`src/rtl/sswc_pkg.sv`:
```
// Shared constants for the sync, strobe and capture window block.
// Assumes one 10 MHz clock and a synchronous active-high reset.
package sswc_pkg;
    // Register offsets
    localparam logic [7:0] ADDR_SYNC_FLASH_CONTROL     = 8'h42;
    localparam logic [7:0] ADDR_CAPTURE_MODE           = 8'h40;
    localparam logic [7:0] ADDR_WINDOW_ROW_ORIGIN_HIGH = 8'h45;
    localparam logic [7:0] ADDR_WINDOW_ROW_ORIGIN_LOW  = 8'h46;
    localparam logic [7:0] ADDR_WINDOW_ROW_EXTENT_HIGH = 8'h47;
    localparam logic [7:0] ADDR_WINDOW_ROW_EXTENT_LOW  = 8'h48;
    localparam logic [7:0] ADDR_WINDOW_COL_ORIGIN_HIGH = 8'h49;
    localparam logic [7:0] ADDR_WINDOW_COL_ORIGIN_LOW  = 8'h4A;
    localparam logic [7:0] ADDR_WINDOW_COL_EXTENT_HIGH = 8'h4B;
    localparam logic [7:0] ADDR_WINDOW_COL_EXTENT_LOW  = 8'h4C;
    // Field positions in the sync and strobe control register; single frame is bit 6 of capture mode
    localparam int BIT_SYNC_REQUEST  = 0;
    localparam int BIT_SYNC_ALWAYS   = 1;
    localparam int BIT_EXT_TRIG_EN   = 2;
    localparam int BIT_STROBE_AUTO   = 3;
    localparam int BIT_STROBE_WIDTH  = 4;
    localparam int BIT_STROBE_FORCE  = 5;
    localparam int BIT_SINGLE_FRAME  = 6;
    // Reset values
    localparam logic [7:0]  RST_SYNC_FLASH_CONTROL = 8'h02;
    localparam logic [7:0]  RST_CAPTURE_MODE       = 8'h00;
    localparam logic [10:0] RST_ROW_ORIGIN         = 11'h010;
    localparam logic [10:0] RST_ROW_EXTENT         = 11'h3FF;
    localparam logic [10:0] RST_COL_ORIGIN         = 11'h008;
    localparam logic [10:0] RST_COL_EXTENT         = 11'h4FF;
    // Legal window limits for software
    localparam logic [10:0] MAX_ROW = 11'h417;
    localparam logic [10:0] MAX_COL = 11'h50F;
    // Host command port offsets
    localparam logic [3:0] HOST_ADDR_CMD    = 4'h0;
    localparam logic [3:0] HOST_ADDR_WDATA  = 4'h1;
    localparam logic [3:0] HOST_ADDR_STATUS = 4'h2;
    localparam logic [3:0] HOST_ADDR_RDATA  = 4'h3;
    localparam logic [3:0] HOST_ADDR_PIN    = 4'h4;
    // Default row time in cycles
    localparam int ROW_TIME_CYCLES = 16;
endpackage

```
`src/rtl/sswc_if.sv`:
```
// Interface joining the host controller and the sync/strobe device end.
// Assumes a single clock shared by both ends.
`timescale 1ns/1ps
interface sswc_if;
    logic       wr_stb;     // Register write strobe
    logic       rd_stb;     // Register read strobe
    logic [7:0] addr;       // Register offset
    logic [7:0] wdata;      // Write data
    logic [7:0] rdata;      // Read data, one cycle after rd_stb
    logic       trig_pin;   // External frame trigger pin

    // Device end
    modport device (
        input  wr_stb,
        input  rd_stb,
        input  addr,
        input  wdata,
        output rdata,
        input  trig_pin
    );
    // Host end
    modport host (
        output wr_stb,
        output rd_stb,
        output addr,
        output wdata,
        input  rdata,
        output trig_pin
    );
endinterface

```
`src/rtl/sswc_device.sv`:
```
// Device end: sync/strobe control and capture window registers.
// Assumes the host keeps window values in range; no checks here.
//
// Behaviour
// - Sync request gives one-cycle frame trigger
// - Sync always holds trigger high; reset set
// - External enable lets trigger pin drive trigger
// - Auto strobe only in single-frame shutter mode
// - Auto strobe rises when all rows integrate
// - Width one: high until row before readout
// - Width zero: high exactly one row time
// - Force bit holds strobe high until cleared
// - Force overrides auto enable and width
// - One frame output per trigger, single-frame
// - Window: eleven-bit row/column origin and extent
// - Software keeps origins within row/column limits
// - Software keeps extents within row/column limits
// - No window checking; software ensures validity
// - Row origin split high/low, resets to 16
// - Row extent from two registers; rows plus one
`timescale 1ns/1ps
module sswc_device #(
    parameter int ROW_CYCLES = sswc_pkg::ROW_TIME_CYCLES
) (
    input  wire logic  mclk,
    input  wire logic  srst,
    sswc_if.device     bus,
    input  wire logic  all_integ,
    input  wire logic  readout_near,
    input  wire logic  frame_done,
    output logic       frame_trigger,
    output logic       strobe_pin,
    output logic       frame_start,
    output logic [10:0] row_origin,
    output logic [10:0] row_extent,
    output logic [10:0] col_origin,
    output logic [10:0] col_extent,
    output logic [11:0] row_count
);
    logic [7:0]  ctrl_reg;       // Sync/strobe control
    logic [7:0]  ctrl_next;
    logic [7:0]  mode_reg;       // Capture mode (bit 6 single frame)
    logic [7:0]  mode_next;
    logic [10:0] row_org_reg;    // Window row origin
    logic [10:0] row_org_next;
    logic [10:0] row_ext_reg;    // Window row extent
    logic [10:0] row_ext_next;
    logic [10:0] col_org_reg;    // Window column origin
    logic [10:0] col_org_next;
    logic [10:0] col_ext_reg;    // Window column extent
    logic [10:0] col_ext_next;
    logic        req_reg;        // Pending one-cycle sync request
    logic        req_next;
    logic        trig_reg;       // Frame trigger
    logic        trig_next;
    logic        strobe_reg;     // Strobe pin
    logic        strobe_next;
    logic        busy_reg;       // Single-frame in progress
    logic        busy_next;
    logic        start_reg;      // Frame start pulse
    logic        start_next;
    logic [7:0]  rdata_reg;      // Read data
    logic [7:0]  rdata_next;
    logic        auto_strobe;    // From strobe timer
    logic        single_frame;   // Single-frame shutter selected
    logic        trig_prev_reg;  // Trigger of last cycle
    logic        trig_prev_next;
    logic [11:0] row_cnt_reg;    // Rows captured, extent plus one
    logic [11:0] row_cnt_next;

    assign single_frame = mode_reg[sswc_pkg::BIT_SINGLE_FRAME];

    // Automatic strobe timer, enabled only in single-frame mode
    sswc_strobe_timer #(
        .ROW_CYCLES (ROW_CYCLES)
    ) u_timer (
        .mclk         (mclk),
        .srst         (srst),
        .enable       (ctrl_reg[sswc_pkg::BIT_STROBE_AUTO] & single_frame),
        .width_max    (ctrl_reg[sswc_pkg::BIT_STROBE_WIDTH]),
        .all_integ    (all_integ),
        .readout_near (readout_near),
        .strobe       (auto_strobe)
    );

    // Register writes and reads
    always_comb begin
        ctrl_next    = ctrl_reg;
        mode_next    = mode_reg;
        row_org_next = row_org_reg;
        row_ext_next = row_ext_reg;
        col_org_next = col_org_reg;
        col_ext_next = col_ext_reg;
        req_next     = 1'b0;
        rdata_next   = 8'h00;
        // Request bit never stored
        ctrl_next[sswc_pkg::BIT_SYNC_REQUEST] = 1'b0;
        if (bus.wr_stb) begin
            // No range check on window values
            if (bus.addr == sswc_pkg::ADDR_SYNC_FLASH_CONTROL) begin
                ctrl_next = {2'b00, bus.wdata[5:1], 1'b0};
                req_next  = bus.wdata[sswc_pkg::BIT_SYNC_REQUEST];
            end else if (bus.addr == sswc_pkg::ADDR_CAPTURE_MODE) begin
                mode_next = bus.wdata;
            end else if (bus.addr == sswc_pkg::ADDR_WINDOW_ROW_ORIGIN_HIGH) begin
                row_org_next[10:8] = bus.wdata[2:0];
            end else if (bus.addr == sswc_pkg::ADDR_WINDOW_ROW_ORIGIN_LOW) begin
                row_org_next[7:0] = bus.wdata;
            end else if (bus.addr == sswc_pkg::ADDR_WINDOW_ROW_EXTENT_HIGH) begin
                row_ext_next[10:8] = bus.wdata[2:0];
            end else if (bus.addr == sswc_pkg::ADDR_WINDOW_ROW_EXTENT_LOW) begin
                row_ext_next[7:0] = bus.wdata;
            end else if (bus.addr == sswc_pkg::ADDR_WINDOW_COL_ORIGIN_HIGH) begin
                col_org_next[10:8] = bus.wdata[2:0];
            end else if (bus.addr == sswc_pkg::ADDR_WINDOW_COL_ORIGIN_LOW) begin
                col_org_next[7:0] = bus.wdata;
            end else if (bus.addr == sswc_pkg::ADDR_WINDOW_COL_EXTENT_HIGH) begin
                col_ext_next[10:8] = bus.wdata[2:0];
            end else if (bus.addr == sswc_pkg::ADDR_WINDOW_COL_EXTENT_LOW) begin
                col_ext_next[7:0] = bus.wdata;
            end
        end
        if (bus.rd_stb) begin
            // Unused control and window bits and unmapped offsets read zero
            if (bus.addr == sswc_pkg::ADDR_SYNC_FLASH_CONTROL) begin
                rdata_next = {2'b00, ctrl_reg[5:1], 1'b0};
            end else if (bus.addr == sswc_pkg::ADDR_CAPTURE_MODE) begin
                rdata_next = mode_reg;
            end else if (bus.addr == sswc_pkg::ADDR_WINDOW_ROW_ORIGIN_HIGH) begin
                rdata_next = {5'b00000, row_org_reg[10:8]};
            end else if (bus.addr == sswc_pkg::ADDR_WINDOW_ROW_ORIGIN_LOW) begin
                rdata_next = row_org_reg[7:0];
            end else if (bus.addr == sswc_pkg::ADDR_WINDOW_ROW_EXTENT_HIGH) begin
                rdata_next = {5'b00000, row_ext_reg[10:8]};
            end else if (bus.addr == sswc_pkg::ADDR_WINDOW_ROW_EXTENT_LOW) begin
                rdata_next = row_ext_reg[7:0];
            end else if (bus.addr == sswc_pkg::ADDR_WINDOW_COL_ORIGIN_HIGH) begin
                rdata_next = {5'b00000, col_org_reg[10:8]};
            end else if (bus.addr == sswc_pkg::ADDR_WINDOW_COL_ORIGIN_LOW) begin
                rdata_next = col_org_reg[7:0];
            end else if (bus.addr == sswc_pkg::ADDR_WINDOW_COL_EXTENT_HIGH) begin
                rdata_next = {5'b00000, col_ext_reg[10:8]};
            end else if (bus.addr == sswc_pkg::ADDR_WINDOW_COL_EXTENT_LOW) begin
                rdata_next = col_ext_reg[7:0];
            end
        end
        // Registered row count keeps the output glitch free
        row_cnt_next = {1'b0, row_ext_next} + 12'h001;
    end

    // Trigger, strobe and frame sequencing
    always_comb begin
        trig_next      = 1'b0;
        strobe_next    = 1'b0;
        busy_next      = busy_reg;
        start_next     = 1'b0;
        trig_prev_next = trig_reg;
        if (ctrl_reg[sswc_pkg::BIT_SYNC_ALWAYS]) begin
            trig_next = 1'b1;
        end else if (req_reg) begin
            trig_next = 1'b1;
        end else if (ctrl_reg[sswc_pkg::BIT_EXT_TRIG_EN] && bus.trig_pin) begin
            trig_next = 1'b1;
        end
        // Force overrides the automatic settings
        if (ctrl_reg[sswc_pkg::BIT_STROBE_FORCE]) begin
            strobe_next = 1'b1;
        end else begin
            strobe_next = auto_strobe;
        end
        // Single frame: one rising trigger gives one frame
        if (single_frame) begin
            // A new trigger edge beats the end of the previous frame
            if (trig_reg && !trig_prev_reg && (!busy_reg || frame_done)) begin
                busy_next  = 1'b1;
                start_next = 1'b1;
            end else if (busy_reg && frame_done) begin
                busy_next = 1'b0;
            end
        end else begin
            busy_next  = 1'b0;
            start_next = trig_reg && !busy_reg && frame_done;
        end
    end

    // Register stage
    always_ff @(posedge mclk) begin
        if (srst) begin
            ctrl_reg      <= sswc_pkg::RST_SYNC_FLASH_CONTROL;
            mode_reg      <= sswc_pkg::RST_CAPTURE_MODE;
            row_org_reg   <= sswc_pkg::RST_ROW_ORIGIN;
            row_ext_reg   <= sswc_pkg::RST_ROW_EXTENT;
            col_org_reg   <= sswc_pkg::RST_COL_ORIGIN;
            col_ext_reg   <= sswc_pkg::RST_COL_EXTENT;
            req_reg       <= 1'b0;
            trig_reg      <= 1'b0;
            strobe_reg    <= 1'b0;
            busy_reg      <= 1'b0;
            start_reg     <= 1'b0;
            rdata_reg     <= 8'h00;
            trig_prev_reg <= 1'b0;
            row_cnt_reg   <= {1'b0, sswc_pkg::RST_ROW_EXTENT} + 12'h001;
        end else begin
            ctrl_reg      <= ctrl_next;
            mode_reg      <= mode_next;
            row_org_reg   <= row_org_next;
            row_ext_reg   <= row_ext_next;
            col_org_reg   <= col_org_next;
            col_ext_reg   <= col_ext_next;
            req_reg       <= req_next;
            trig_reg      <= trig_next;
            strobe_reg    <= strobe_next;
            busy_reg      <= busy_next;
            start_reg     <= start_next;
            rdata_reg     <= rdata_next;
            trig_prev_reg <= trig_prev_next;
            row_cnt_reg   <= row_cnt_next;
        end
    end

    assign bus.rdata     = rdata_reg;
    assign frame_trigger = trig_reg;
    assign strobe_pin    = strobe_reg;
    assign frame_start   = start_reg;
    assign row_origin    = row_org_reg;
    assign row_extent    = row_ext_reg;
    assign col_origin    = col_org_reg;
    assign col_extent    = col_ext_reg;
    // Rows captured is extent plus one
    assign row_count     = row_cnt_reg;
endmodule

```
`src/rtl/sswc_strobe_timer.sv`:
```
// Automatic strobe timer: times strobe against all-rows-integrating.
// Assumes all_integ and readout_near are one-cycle pulses from a sequencer.
`timescale 1ns/1ps
module sswc_strobe_timer #(
    parameter int ROW_CYCLES = sswc_pkg::ROW_TIME_CYCLES
) (
    input  wire logic mclk,
    input  wire logic srst,
    input  wire logic enable,
    input  wire logic width_max,
    input  wire logic all_integ,
    input  wire logic readout_near,
    output logic      strobe
);
    logic        strobe_reg;   // Automatic strobe level
    logic        strobe_next;
    logic [15:0] cnt_reg;      // Row-time down counter
    logic [15:0] cnt_next;

    // Next-state of strobe and row counter
    always_comb begin
        strobe_next = strobe_reg;
        cnt_next    = cnt_reg;
        if (!enable) begin
            strobe_next = 1'b0;
            cnt_next    = 16'h0000;
        end else if (all_integ) begin
            strobe_next = 1'b1;
            cnt_next    = 16'(ROW_CYCLES - 1);
        end else if (strobe_reg) begin
            if (width_max) begin
                // Ends one row before first readout
                if (readout_near) begin
                    strobe_next = 1'b0;
                end
            end else if (cnt_reg == 16'h0000) begin
                strobe_next = 1'b0;
            end else begin
                cnt_next = cnt_reg - 16'h0001;
            end
        end
    end

    // Register stage
    always_ff @(posedge mclk) begin
        if (srst) begin
            strobe_reg <= 1'b0;
            cnt_reg    <= 16'h0000;
        end else begin
            strobe_reg <= strobe_next;
            cnt_reg    <= cnt_next;
        end
    end

    assign strobe = strobe_reg;
endmodule

```
`src/flat_wrapper.sv`:
```
// flat-port wrapper written by rule: the top's interface ports become plain ports
module sswc_device_flat 
#(
    parameter int ROW_CYCLES = sswc_pkg::ROW_TIME_CYCLES
)
  (mclk, srst, all_integ, readout_near, frame_done, frame_trigger, strobe_pin, frame_start, row_origin, row_extent, col_origin, col_extent, row_count, bus_wr_stb, bus_rd_stb, bus_addr, bus_wdata, bus_rdata, bus_trig_pin);
  sswc_if bus_i ();
  input  wire logic mclk;
  input  wire logic srst;
  input  wire logic all_integ;
  input  wire logic readout_near;
  input  wire logic frame_done;
  output logic frame_trigger;
  output logic strobe_pin;
  output logic frame_start;
  output logic [10:0] row_origin;
  output logic [10:0] row_extent;
  output logic [10:0] col_origin;
  output logic [10:0] col_extent;
  output logic [11:0] row_count;
  input wire logic [$bits(bus_i.wr_stb)-1:0] bus_wr_stb;
  input wire logic [$bits(bus_i.rd_stb)-1:0] bus_rd_stb;
  input wire logic [$bits(bus_i.addr)-1:0] bus_addr;
  input wire logic [$bits(bus_i.wdata)-1:0] bus_wdata;
  output wire logic [$bits(bus_i.rdata)-1:0] bus_rdata;
  input wire logic [$bits(bus_i.trig_pin)-1:0] bus_trig_pin;
  assign bus_i.wr_stb = bus_wr_stb;
  assign bus_i.rd_stb = bus_rd_stb;
  assign bus_i.addr = bus_addr;
  assign bus_i.wdata = bus_wdata;
  assign bus_rdata = bus_i.rdata;
  assign bus_i.trig_pin = bus_trig_pin;
  sswc_device #(.ROW_CYCLES(ROW_CYCLES)) u_core (.mclk(mclk), .srst(srst), .bus(bus_i), .all_integ(all_integ), .readout_near(readout_near), .frame_done(frame_done), .frame_trigger(frame_trigger), .strobe_pin(strobe_pin), .frame_start(frame_start), .row_origin(row_origin), .row_extent(row_extent), .col_origin(col_origin), .col_extent(col_extent), .row_count(row_count));
endmodule
```
`config.mk`:
```
export PLATFORM = sky130hd
export DESIGN_NAME = sswc_device_flat
export DESIGN_NICKNAME = d
export VERILOG_FILES = /design/src/rtl/sswc_pkg.sv /design/src/rtl/sswc_if.sv /design/src/rtl/sswc_device.sv /design/src/rtl/sswc_strobe_timer.sv /design/src/flat_wrapper.sv
export SDC_FILE = /design/constraint.sdc
export NUM_CORES = 1
export LEC_CHECK = 0
export BUFFER_PORTS_ARGS = -buffer_cell sky130_fd_sc_hd__buf_2
export CORE_ASPECT_RATIO = 1.5
export CORE_MARGIN = 2
export CORE_UTILIZATION = 40
export CTS_CLUSTER_DIAMETER = 200
export DETAILED_ROUTE_END_ITERATION = 16
export SKIP_LAST_GASP = 1
export SYNTH_ARGS = -nofsm -noshare
export SYNTH_HDL_FRONTEND = slang
export SYNTH_HIERARCHICAL = 1
export SYNTH_SLANG_ARGS = --single-unit
```
`constraint.sdc`:
```
create_clock -name mclk -period 2.6 [get_ports mclk]
set_input_delay 0.52 -clock mclk [delete_from_list [all_inputs] [get_ports mclk]]
set_output_delay 0.52 -clock mclk [all_outputs]
set_load 0.005 [all_outputs]
```
==> flow_summary_export.csv <==
group,metric,value,unit
run_status,outcome,"completed",
clocking,cts.clk_slew.worst_paths,0.07,ns
clocking,cts_max_level,3,
routing,dr_wl_met2,7113,µm
finish,nNetsFinal,643,
clocking,cts_tree,"built",
global_route,grt_max_degree,74,
worst_setup_path,cp_slowest_cell,"nor4b_4",
worst_setup_path,crit_cells,11,
routing,wire_per_inst,17.44,µm
power,power.switching,0.7194,mW
power,pwr-share-seq,47.2,%
sta,fmax,436.6,MHz
routing,wl,13510,µm
worst_setup_path,endpoint_kind,"flip-flop",
global_route,antenna_found_initial,0,
logic_synthesis,async_flop_share,0,%
clocking,cts_buffers,9,
sta,hold_viol,0,
floorplanning,ios,91,
finish,diodes,0,
routing,ant_nets,0,
clocking,root_buffer,"clkbuf_16",
logic_synthesis,syn-instance-count,529,
worst_setup_path,r2r_start,"u_core/mode_reg[6]$_SDFFE_PP0P_",
sta,worst_slew_pin_slew,0.7431,ns
min_path,worstHoldPathType,"input pin to flip-flop",
worst_setup_path,arrival,2.50,ns
worst_setup_path,critPathKind,"input pin to flip-flop",
routing,top_layer_used,"met4",
worst_setup_path,crit_path_cell_trace,"buf_2 > nor4b_4 > nand4b_1 > mux2_2 > ha_1 > and4_1 > nand2b_1 > mux2i_1 > buf_4 > xor2_1 > nor2_1",
sta,period_minus_slack,2.290,ns
sta,setup_tns,0,ns
floorplanning,core_area,11890,µm²
flow_run,drv_cap,0,
logic_synthesis,syn_avg_cell_area,9.168,µm²
logic_synthesis,synth_edf_count,0,
power,clockPowerShare,47.0,%
worst_setup_path,crit_buf_inv,2,
power,power,3.263,mW
routing,vias,4265,
global_route,grt_usage,20.51,%
sta,period_share,88.09,%
clocking,numClockSinks,100,
logic_synthesis,netlist_area,4850,µm²
logic_synthesis,ys.flop_type,"dfxtp_1",
routing,drc_errors,0,
power,ir_worst_vdd,0.0003838,V
sta,setup_slack,0.3097,ns
floorplanning,start_util,40.77,%
power,powerDensity,556.9,nW/µm²
routing,drtIter0Drc,225,
finish,area_growth,20.82,%
placed_design,gp_congestion,0.8422,
worst_setup_path,rr_endpoint,"u_core/u_timer/cnt_reg[4]$_SDFFE_PP0P_",
floorplanning,rows,49,
power,p_int,2.544,mW
logic_synthesis,yosys_register_bits,100,
worst_setup_path,cp-start-kind,"input pin",
sta,fin_skew,0.008997,ns
clocking,clk_latency,0.35,ns
routing,wl_met3,647,µm
sta,drv_slew,0,
sta,rsz0062_at_grt,"no",
worst_setup_path,critPathTopFamily,"simple AND/OR/NAND/NOR gates",
worst_setup_path,regToRegSetupSlack,0.63,ns
floorplanning,die_x,93.91,µm
worst_setup_path,worst_r2r_path_depth,5,
worst_setup_path,cp_max_fo,5,
finish,drive_gt1_share,24.28,%
global_route,grt_overflow,0,
logic_synthesis,yosysWarningCount,6,
sta,slew_headroom,50.46,%
worst_setup_path,critPathRequiredTime,2.81,ns
finish,largest_register_ffs,16,
worst_setup_path,crit_end,"u_core/row_count[8]$_SDFF_PP0_",
power,p_leak,2.386,nW
clocking,clockBufferDepth,2,
power,pwr-share-comb,5.9,%
global_route,grt_pass1_wl,20980,µm
finish,final_common_cell,"dfxtp_1",
power,power_switching_share,22.05,%
placed_design,dpl.hpwl,9830,µm
logic_synthesis,ys_types,63,
logic_synthesis,synth_nets,555,
worst_setup_path,slowest_delay,0.30,ns
floorplanning,dieArea,13040,µm²
clocking,cts_hold_buf,0,
routing,viasPerCell,5.503,
worst_setup_path,startpoint,"bus_addr[5]",
placed_design,io_buffer_count,90,
logic_synthesis,ys_seq_area_share,41.28,%
clocking,ctsResizeCount,0,
placed_design,pre_cts_ws,-0.04027,ns
finish,layout_common_cells,"dfxtp_1 (100), buf_2 (90), nor2_1 (64)",
floorplanning,die_h,138.9,µm
clocking,postCtsSetupBuffers,0,
sta,setup_viol,0,
routing,first_pass_iters,4,
global_route,first_global_vias,4059,
routing,m1WireLength,5361,µm
cell families (layout without fill, tap and decap cells):
family / Yosys count / after routing / share of synthesized area (%)
mux: 55 / 55 / 11.51
buf+inv: 43 / 136 / 3.560
fa+ha+maj: 2 / 2 / 0.5159
flops: 100 / 100 / 41.28
simple gates: 220 / 220 / 26.78
compound gates: 97 / 97 / 14.19
xor+xnor: 12 / 12 / 2.167
worst min path at each step:
stage | start | end | slack (ns) | cells after the start
2_1_floorplan | u_core/req_reg$_SDFF_PP0_ | u_core/frame_trigger$_SDFF_PP0_ | 0.42 | 2
3_3_place_gp | u_core/req_reg$_SDFF_PP0_ | u_core/frame_trigger$_SDFF_PP0_ | 0.44 | 2
3_5_place_dp | u_core/req_reg$_SDFF_PP0_ | u_core/frame_trigger$_SDFF_PP0_ | 0.44 | 2
4_1_cts | bus_trig_pin | u_core/frame_trigger$_SDFF_PP0_ | 0.40 | 3
5_1_grt | bus_trig_pin | u_core/frame_trigger$_SDFF_PP0_ | 0.43 | 3
6_report | bus_trig_pin | u_core/frame_trigger$_SDFF_PP0_ | 0.41 | 3
routing by layer:
layer  track usage, %  vias up
met5                0        -
met4            8.924        0
met3            3.913       24
met2            37.44       99
met1            22.51     2045
li1                 -     2097
cells in the mapped netlist, types with 6 or more instances:
| master | instances | area share [%] |
|---|---|---|
| dfxtp_1 | 100 | 41 |
| nor2_1 | 64 | 5.0 |
| mux2i_1 | 49 | 10 |
| nand2_1 | 34 | 2.6 |
| clkbuf_1 | 28 | 2.2 |
| nor2b_1 | 22 | 2.8 |
| a21oi_1 | 20 | 2.1 |
| a211o_1 | 16 | 2.9 |
| nand2b_1 | 12 | 1.5 |
| nand3_1 | 12 | 1.2 |
| o21ai_0 | 12 | 1.2 |
| a211oi_1 | 11 | 1.7 |
| nor3_1 | 9 | 0.93 |
| and3_1 | 7 | 0.90 |
| inv_1 | 7 | 0.54 |
| nand3b_1 | 7 | 1.1 |
| nor4_1 | 7 | 0.90 |
| xor2_1 | 7 | 1.3 |
| a22oi_1 | 6 | 0.93 |
| o31a_1 | 6 | 1.1 |
metrics by stage:
step                area, µm²  hold slack (ns)  instances  util, %
floorplan                4855           0.4227        529        -
global placement         5519           0.4428        759    46.40
detailed placement       5519           0.4442        759    46.40
CTS                      5859           0.4038        775    49.26
global route             5859           0.4276        775    49.26
finish                   5859           0.4110        775    49.26
worst min-delay path: cells and delay by family:
kind	cells	cell delay, ns
buffers and inverters	1	0.08
and+or+nand+nor	1	0.07
AOI/OAI and AO/OA	1	0.06
layout make-up:
type | instances | area (µm²)
clock buffers | 10 | 229.0
well taps | 153 | 191.4
clock inverters | 6 | 111.4
multi-input cells | 386 | 2680
inverters | 8 | 30.03
flip-flops and latches | 100 | 2002
repair buffers | 112 | 615.6
fillers | 1188 | 6035
power by group through the flow:
stage	logic, mW	registers, mW	clock network (mW)
finish	0.191	1.54	1.53
floorplan	0.120	1.57	0
global placement	0.187	1.57	0
CTS	0.191	1.54	1.56
global route	0.206	1.54	1.62
detailed placement	0.190	1.57	0
Note: power is estimated with default switching activity, not from simulation.
